`config.mk`:
```
export PLATFORM = sky130hd
export DESIGN_NAME = rx_descriptor_status_encoder
export DESIGN_NICKNAME = d
export VERILOG_FILES = /design/src/rtl/rx_descriptor_status_encoder.v /design/src/rtl/rx_pin_sync.v
export VERILOG_INCLUDE_DIRS = /design/src /design/src/include
export SDC_FILE = /design/constraint.sdc
export NUM_CORES = 1
export LEC_CHECK = 0
export BUFFER_PORTS_ARGS = -buffer_cell sky130_fd_sc_hd__clkbuf_2
export CORE_ASPECT_RATIO = 0.9
export CORE_MARGIN = 4
export CORE_UTILIZATION = 53
export DETAILED_ROUTE_END_ITERATION = 10
export PLACE_DENSITY_LB_ADDON = 0.2
export SYNTH_ARGS = -nofsm -noshare
export SYNTH_HDL_FRONTEND = slang
export SYNTH_SLANG_ARGS = --single-unit
```
`constraint.sdc`:
```
create_clock -name REF_CLK -period 2.5 [get_ports REF_CLK]
set_input_delay 0.5 -clock REF_CLK [delete_from_list [all_inputs] [get_ports REF_CLK]]
set_output_delay 0.5 -clock REF_CLK [all_outputs]
set_load 0.01 [all_outputs]
```
`src/include/rx_status_regs.vh`:
```
`ifndef RX_STATUS_REGS_VH
`define RX_STATUS_REGS_VH
// Status word bit positions.
`define BIT_TOO_LONG 7
`define BIT_LATE_COL 6
`define BIT_ETHERTYPE 5
`define BIT_WATCHDOG 4
`define BIT_MII_ERR 3
`define BIT_DRIBBLE 2
`define BIT_CRC_ERR 1
`define BIT_RESERVED 0
// Length limits in bytes.
`define MAX_LEN_PLAIN 16'h05EE
`define MAX_LEN_VLAN 16'h05F2
`define ETHERTYPE_MIN 16'h0600
`define RUNT_TYPE_LEN 16'h000E
`define WDOG_LEN_LOW 16'h0800
`define WDOG_LEN_HIGH 16'h0A00
// Dribble thresholds in bits.
`define DRIB_MII_BITS 3'h4
`define DRIB_SER_BITS 3'h3
`endif

```
`src/rtl/rx_descriptor_status_encoder.v`:
```
`include "rx_status_regs.vh"
`default_nettype none
// Behaviour
// - Too-long flag when length exceeds 1518, or 1522 with VLAN enabled.
// - Too-long flag bit 7 is meaningful only with the final-descriptor flag.
// - Over-length frames are only flagged, never truncated.
// - Late-collision flag bit 6 on collision after the collision window.
// - Ethertype flag bit 5 when length/type field is at least 1536.
// - Ethertype flag meaningless for runts under 14 bytes.
// - Watchdog flag bit 4 on timer expiry for frames of 2049 to 2560 bytes.
// - MII-error flag bit 3 when RX_ER seen any time in the frame.
// - Dribble flag bit 2 when the bit length is not a byte multiple.
// - Dribble needs 4 extra bits in MII mode, at least 3 in serial.
// - Dribble flag is not valid when late collision is set.
// - CRC-error flag bit 1 when the frame check sequence mismatches.
// - CRC-error flag also set when RX_ER was seen during the frame.
// - CRC-error flag invalid for runts, collisions and watchdog timeouts.
// - Bit 0 is reserved and always written as zero.
// - Error summary is OR of CRC, late collision, too long, runt, descriptor error.
// - Final-descriptor flag marks the last buffers and validates end status.
module rx_descriptor_status_encoder #(
   parameter LEN_W = 14
) (
   // Clock and reset.
   input wire REF_CLK,
   input wire RST_N,
   // Configuration.
   input wire VLAN_EN,
   input wire SERIAL_MODE,
   // Receive MAC events, all on REF_CLK.
   input wire FRAME_START,
   input wire FRAME_END,
   input wire BYTE_STROBE,
   input wire [15:0] TYPE_LEN,
   input wire TYPE_LEN_VALID,
   input wire LATE_COLLISION,
   input wire WATCHDOG_EXPIRED,
   input wire FCS_MISMATCH,
   input wire [2:0] DRIBBLE_BITS,
   input wire RUNT,
   input wire DESC_ERROR,
   // Receive error straight from the internal MII, asynchronous.
   input wire RX_ER,
   // Write-back request from the DMA path.
   input wire WRITEBACK,
   input wire LAST_DESC,
   // Status word toward host memory.
   output wire [7:0] RX_STATUS_WORD,
   output wire FINAL_DESCRIPTOR_FLAG,
   output wire ERROR_SUMMARY_FLAG,
   output wire STATUS_VALID,
   output wire [LEN_W-1:0] FRAME_BYTES
);
   // -----------------------------------------------------------------
   // Input synchronisation
   // -----------------------------------------------------------------
   wire rx_er_s;

   rx_pin_sync #(
      .W(1)
   ) u_sync (
      .REF_CLK(REF_CLK),
      .RST_N(RST_N),
      .d(RX_ER),
      .q(rx_er_s)
   );

   // -----------------------------------------------------------------
   // Per-frame accumulation
   // -----------------------------------------------------------------
   reg [LEN_W-1:0] len_r;
   reg late_col_r;
   reg wdog_r;
   reg mii_err_r;
   reg fcs_bad_r;
   reg ethertype_r;
   reg runt_r;
   reg desc_err_r;
   reg [2:0] drib_r;
   reg in_frame_r;

   // Length comparisons use 16 bits so a narrow counter still compares cleanly.
   function over_limit;
      input [15:0] len;
      input [15:0] lim;
      begin
         over_limit = (len > lim);
      end
   endfunction

   wire [15:0] len16 = {{(16-LEN_W){1'b0}}, len_r};

   // Sticky flags: a start clears, but an event in the same cycle still sets.
   always @(posedge REF_CLK or negedge RST_N) begin
      if (!RST_N) begin
         len_r <= {LEN_W{1'b0}};
         late_col_r <= 1'b0;
         wdog_r <= 1'b0;
         mii_err_r <= 1'b0;
         fcs_bad_r <= 1'b0;
         ethertype_r <= 1'b0;
         runt_r <= 1'b0;
         desc_err_r <= 1'b0;
         drib_r <= 3'h0;
         in_frame_r <= 1'b0;
      end else begin
         if (FRAME_START) begin
            len_r <= {{(LEN_W-1){1'b0}}, BYTE_STROBE};
            late_col_r <= LATE_COLLISION;
            wdog_r <= WATCHDOG_EXPIRED;
            mii_err_r <= rx_er_s;
            fcs_bad_r <= 1'b0;
            ethertype_r <= 1'b0;
            runt_r <= 1'b0;
            desc_err_r <= 1'b0;
            drib_r <= 3'h0;
            in_frame_r <= 1'b1;
         end else begin
            // The counter saturates; overlong frames are passed whole.
            if (BYTE_STROBE && in_frame_r && len_r != {LEN_W{1'b1}}) begin
               len_r <= len_r + {{(LEN_W-1){1'b0}}, 1'b1};
            end
            if (LATE_COLLISION && in_frame_r) begin
               late_col_r <= 1'b1;
            end
            if (WATCHDOG_EXPIRED && in_frame_r) begin
               wdog_r <= 1'b1;
            end
            if (rx_er_s && in_frame_r) begin
               mii_err_r <= 1'b1;
            end
            if (TYPE_LEN_VALID && in_frame_r) begin
               ethertype_r <= (TYPE_LEN >= `ETHERTYPE_MIN);
            end
            if (FRAME_END && in_frame_r) begin
               fcs_bad_r <= FCS_MISMATCH;
               runt_r <= RUNT;
               desc_err_r <= DESC_ERROR;
               drib_r <= DRIBBLE_BITS;
               in_frame_r <= 1'b0;
            end
         end
      end
   end

   // -----------------------------------------------------------------
   // Status word assembly
   // -----------------------------------------------------------------
   wire too_long = over_limit(len16, VLAN_EN ? `MAX_LEN_VLAN : `MAX_LEN_PLAIN);
   // Watchdog only counts inside its documented length band.
   wire wdog_hit = wdog_r && over_limit(len16, `WDOG_LEN_LOW) &&
      !over_limit(len16, `WDOG_LEN_HIGH);
   wire drib_hit = SERIAL_MODE ? (drib_r >= `DRIB_SER_BITS)
      : (drib_r == `DRIB_MII_BITS);
   // A runt has no trustworthy type field, so the bit is forced clear.
   wire type_ok = ethertype_r && !over_limit(`RUNT_TYPE_LEN, len16);
   // Dribble is suppressed under late collision so it never misleads.
   wire drib_flag = drib_hit && !late_col_r;
   wire crc_flag = fcs_bad_r || mii_err_r;

   reg [7:0] word_r;
   reg final_r;
   reg summary_r;
   reg valid_r;
   reg [LEN_W-1:0] bytes_r;
   reg [7:0] word_nxt;

   // End-of-frame bits are only filled in the last descriptor.
   always @* begin
      word_nxt = 8'h00;
      if (LAST_DESC) begin
         word_nxt[`BIT_TOO_LONG] = too_long;
         word_nxt[`BIT_LATE_COL] = late_col_r;
         word_nxt[`BIT_ETHERTYPE] = type_ok;
         word_nxt[`BIT_WATCHDOG] = wdog_hit;
         word_nxt[`BIT_MII_ERR] = mii_err_r;
         word_nxt[`BIT_DRIBBLE] = drib_flag;
         // CRC is reported as computed; the host judges the frame on it even when not valid.
         word_nxt[`BIT_CRC_ERR] = crc_flag;
      end
      word_nxt[`BIT_RESERVED] = 1'b0;
   end

   // Write-back register: one word per descriptor closed.
   always @(posedge REF_CLK or negedge RST_N) begin
      if (!RST_N) begin
         word_r <= 8'h00;
         final_r <= 1'b0;
         summary_r <= 1'b0;
         valid_r <= 1'b0;
         bytes_r <= {LEN_W{1'b0}};
      end else begin
         valid_r <= WRITEBACK;
         if (WRITEBACK) begin
            word_r <= word_nxt;
            final_r <= LAST_DESC;
            summary_r <= LAST_DESC && (crc_flag || late_col_r || too_long ||
               runt_r || desc_err_r);
            bytes_r <= len_r;
         end
      end
   end

   assign RX_STATUS_WORD = word_r;
   assign FINAL_DESCRIPTOR_FLAG = final_r;
   assign ERROR_SUMMARY_FLAG = summary_r;
   assign STATUS_VALID = valid_r;
   assign FRAME_BYTES = bytes_r;
endmodule
`default_nettype wire

```
`src/rtl/rx_pin_sync.v`:
```
`default_nettype none
// Two-stage synchroniser for a bundle of asynchronous levels.
module rx_pin_sync #(
   parameter W = 1
) (
   input wire REF_CLK,
   input wire RST_N,
   input wire [W-1:0] d,
   output wire [W-1:0] q
);
   reg [W-1:0] meta_r;
   reg [W-1:0] sync_r;

   // Only the second stage is read outside this module.
   always @(posedge REF_CLK or negedge RST_N) begin
      if (!RST_N) begin
         meta_r <= {W{1'b0}};
         sync_r <= {W{1'b0}};
      end else begin
         meta_r <= d;
         sync_r <= meta_r;
      end
   end
   assign q = sync_r;
endmodule
`default_nettype wire

```
* Yosys cells after proc, flatten, opt, wreduce, memory -nomap -nowiden
Index checks and enable logic that the tools add are counted.
** Cells by class
- Add/subtract/negate cells :: 1
- Reduce and logical (&&, ||, !) cells :: 26
- Order comparisons :: 6
- Eq/ne operators :: 2
- Multiplexer cells :: 23
** Operators with widths (count)
- $gt 14x12->1 const B :: 2
- $mux 14 :: 2
- $mux 1 :: 17
- $ge 16x11->1 const B :: 1
- $add 14x1->14 const B :: 1
- $gt 14x11->1 :: 1
- $gt 4x14->1 const A :: 1
- $ne 14x14->1 const B :: 1
- $logic_and 1x1->1 :: 12
- $reduce_bool 2->1 :: 6
- $mux 7 :: 1
- $mux 3 :: 2
- $logic_or 1x1->1 :: 5
- $mux 5 :: 1
- $eq 3x3->1 const B :: 1
- $ge 3x2->1 const B :: 1
- $logic_not 1->1 :: 3
** Word-level totals
- Logic and storage cells :: 75
- Register bits :: 51
- Bits of input ports :: 35
- Output and inout port bits :: 25

* Longest topological paths before layout
- Word-level depth :: 6
- Mapped depth :: 6
- Mapped depth without buffers :: 6

* Cells and area by module
From an unflattened synthesis, not the netlist that was laid out.
** Second synthesis, totals
- Cell total of the unflattened synthesis :: 235
- Area, all modules :: 2394.8 um2
** Modules (own cells, without submodules)
- rx_descriptor_status_encoder :: cells an instance 233, area an instance 2344.7 um2, times used 1, sequential area each 1226.2 um2
- rx_pin_sync :: cells an instance 2, area an instance 50.0 um2, times used 1, sequential area each 50.0 um2

* Worst setup path before layout
OpenSTA, ideal clock, no wires.
- Path kind :: register to register
- Start :: reg len_r[1]
- End :: reg len_r[10]
- Data arrival time :: 1.630 ns
- Path slack :: 0.742 ns
- Cell stages (with the launch flop) :: 6
- Required time :: 2.373 ns
- Buffers on the path :: 0
- Library setup time :: 0.127 ns
- Cells stage by stage :: dfrtp_1 ha_1 nand4_2 a311oi_4 nand3_1 mux2_1
** On the way
- Cells in the longest elaborated chain, start to end :: 3
- Elaborated cells between the ends (all ways) :: 6
- Classes of those cells :: 1 x add/sub; 1 x eq/ne; 2 x mux; 2 x reduce/logical
** RTL lines
- start: declaration :: line rx_descriptor_status_encoder.v:71 : reg [LEN_W-1:0] len_r;
- start signal: assignment :: line rx_descriptor_status_encoder.v:96 : len_r <= {LEN_W{1'b0}};
- start signal: assignment :: line rx_descriptor_status_encoder.v:108 : len_r <= {{(LEN_W-1){1'b0}}, BYTE_STROBE};
- start signal: assignment :: line rx_descriptor_status_encoder.v:121 : len_r <= len_r + {{(LEN_W-1){1'b0}}, 1'b1};
- $add 14x1->14 / $ne 14x14->1 (equally long branches) :: line rx_descriptor_status_encoder.v:121, rx_descriptor_status_encoder.v:120
- $mux 14 / $logic_and 1x1->1 (equally long branches) :: line rx_descriptor_status_encoder.v:120 : if (BYTE_STROBE && in_frame_r && len_r != {LEN_W{1'b1}}) begin
- $mux 14 / $reduce_bool 2->1 (equally long branches)
Several ways; a longest one is shown, not always the timed one. The select of a mux whose other input is x is not followed.
A chain may end at the register's enable or synchronous reset.

* Worst setup path in the final report
Same ends and word-level chain as after synthesis.

==> qor.csv <==
metric,value,unit
fp.dieW,80.1,um
clock.fmax,480,MHz
firstDrtPassIters,4,
place.gp.congestion,0.792,
coreArea,4490,um^2
cts_resized,0,
synth_edf_count,0,
outcome,"complete, no violations",
arrival,2.27,ns
ys.flop_type,dfrtp_1,
grt_pass1_wl,8.87,mm
timing.final.crit_period,2.08,ns
die_h,72.9,um
clock-sinks,51,
grt_max_degree,52,
drive_gt1_share,31.3,%
cts_tree,built,
ys_seq_area_share,51.5,%
cts_root_buffer,clkbuf_8,
setup_viol,0,
critPathLaunch,len_r[1],
portBuffers,49,
cts_max_level,2,
critPathCaptureType,flop,
mostFrequentLayoutCell,dfrtp_1,
ctsHoldBuffers,0,
place_hpwl,3.65,mm
finalMaxSlewViolations,0,
rows,23,
timing.rr.start,len_r[1],
ir_worst_vdd,0.402,mV
p_leak,0.00144,uW
async_flop_share,100,%
insertion_delay,0.31,ns
drt-initial-drc-count,140,
synth_nets,276,
start_util,55.2,%
crit_path_max_fanout,8,
area.growth.synth_to_final,16.5,%
nets,320,
drt-total-wl,5.20,mm
start_kind,flop,
ctsLongestPathBuffers,2,
cap_violations,0,
grt_pass1_vias,1921,
drc,0,
die_area,5830,um^2
fin_crit_sh,83.3,%
yosysWarningCount,0,
cp.required,2.69,ns
critical_path.slowest_cell,dfrtp_1,
grt_overflow_total,0,
hold_path.class,in -> async,
power_density,572,nW/um^2
yosysUniqueCellTypes,43,
antenna_left,0,
cts_buffers,5,
synth_cells,236,
rsz0062_at_grt,false,
final-hold-violation-count,0,
syn_area,2480,um^2
max_stage_delay,0.48,ns
post_cts_buffers,0,
avgRoutedWirePerCell,15.2,um
antenna_found_initial,0,
syn_avg_cell_area,10.5,um^2
finalClockSkew,0.0119,ns
yosys_register_bits,51,
diodes,0,
timing.hold.ws,0.168,ns
pin_count,60,
path_clk_slew,0.09,ns
track_usage,19.8,%
viasPerCell,5.59,
layout_common_cells,"51 x dfrtp_1, 49 x clkbuf_2, 18 x nand2_1",
vias,1917,
final.setup.tns,0,ns
crit_type,reg -> reg,
path_cells,ha_1 > nand4_2 > a311oi_4 > nand3_1 > mux2_1,
-- final cells by class --
class | instances | area (um^2)
clock inverter | 2 | 35.0
clock buffer | 6 | 82.6
fill | 391 | 1600
multi-input combinational | 156 | 1080
timing repair buffer | 52 | 280
sequential | 51 | 1280
inverter | 14 | 52.6
tap | 62 | 77.6
-- worst paths after layout --
path	endpoint	slack (ns)	depth (start not counted)
max	len_r[10]	0.42	5
min	len_r[9]	0.17	2
max reg2reg	len_r[10]	0.42	5
min reg2reg	u_sync.q	0.36	0
max in group asynchronous	len_r[1]	2.09	2
min in group REF_CLK	u_sync.meta_r	0.30	1
-- flip-flops by register name, indices dropped and copies added, names as in the netlist, 3 cells and up --
name            cells
drib_r              3
RX_STATUS_WORD      7
len_r              14
FRAME_BYTES        14
-- cell usage after synthesis, types with 2 or more instances --
cell	n	area share, %
a211o_1	2	0.71
a211oi_1	2	0.61
a21o_1	2	0.61
a21oi_1	16	3.2
a31o_2	3	1.1
and2_1	2	0.50
and4_4	3	1.4
buf_2	4	0.81
clkbuf_1	8	1.2
dfrtp_1	51	52
ha_1	5	2.5
inv_1	14	2.1
mux2_1	2	0.91
mux2_2	17	7.7
nand2_1	18	2.7
nand3_1	15	3.0
nand4_1	9	2.3
nand4_2	2	1.0
nor2_1	13	2.0
nor2b_1	5	1.3
nor3_1	6	1.2
nor4_1	2	0.50
o21ai_0	12	2.4
o2bb2ai_1	3	1.1
xnor2_1	2	0.71
-- stage by stage --
| stage | util [%] | area [um^2] | setup slack [ns] | cells | total power (uW) |
|---|---|---|---|---|---|
| floorplan | - | 2480 | 0.742 | 236 | 990 |
| CTS | 64.3 | 2890 | 0.436 | 343 | 1660 |
| global route | 64.3 | 2890 | 0.240 | 343 | 1730 |
| finish | 64.3 | 2890 | 0.418 | 343 | 1650 |
| detailed placement | 61.7 | 2770 | 0.484 | 335 | 1070 |
| global placement | 61.7 | 2770 | 0.548 | 335 | 1070 |
-- worst max-delay path: cells and delay by family (launching register included) --
kind | cells | cell delay (ns)
compound gates | 1 | 0.43
fa+ha+maj | 1 | 0.33
mux | 1 | 0.35
flops | 1 | 0.48
simple gates | 2 | 0.36
-- report_power, final --
part	total, uW	internal, uW	leakage (uW)	switching (uW)
sequential	888	857	0.000676	30.5
clock	597	324	0.0000612	273
combinational	165	69.9	0.000701	95.2
total	1650	1250	0.00144	399
-- per-layer routing --
metal	share of wire, %	vias up	global-route usage, %
met5	0	-	0
met4	0.98	0	5.63
met3	5.5	6	5.68
met2	46	42	31.0
met1	47	936	27.2
li1	-	933	-
-- cells by family (layout without fill, tap and decap cells) --
group	after synthesis	in the layout	synth area share, %
XOR/XNOR	2	2	0.707
AO/OA/AOI/OAI	48	48	13.8
buffers and inverters	29	74	4.80
flip-flops	51	51	51.5
other	1	1	0.151
AND/OR/NAND/NOR	80	80	17.4
multiplexers	20	20	9.04
adder cells (fa/ha/maj)	5	5	2.53
(Power assumes the default switching activity.)
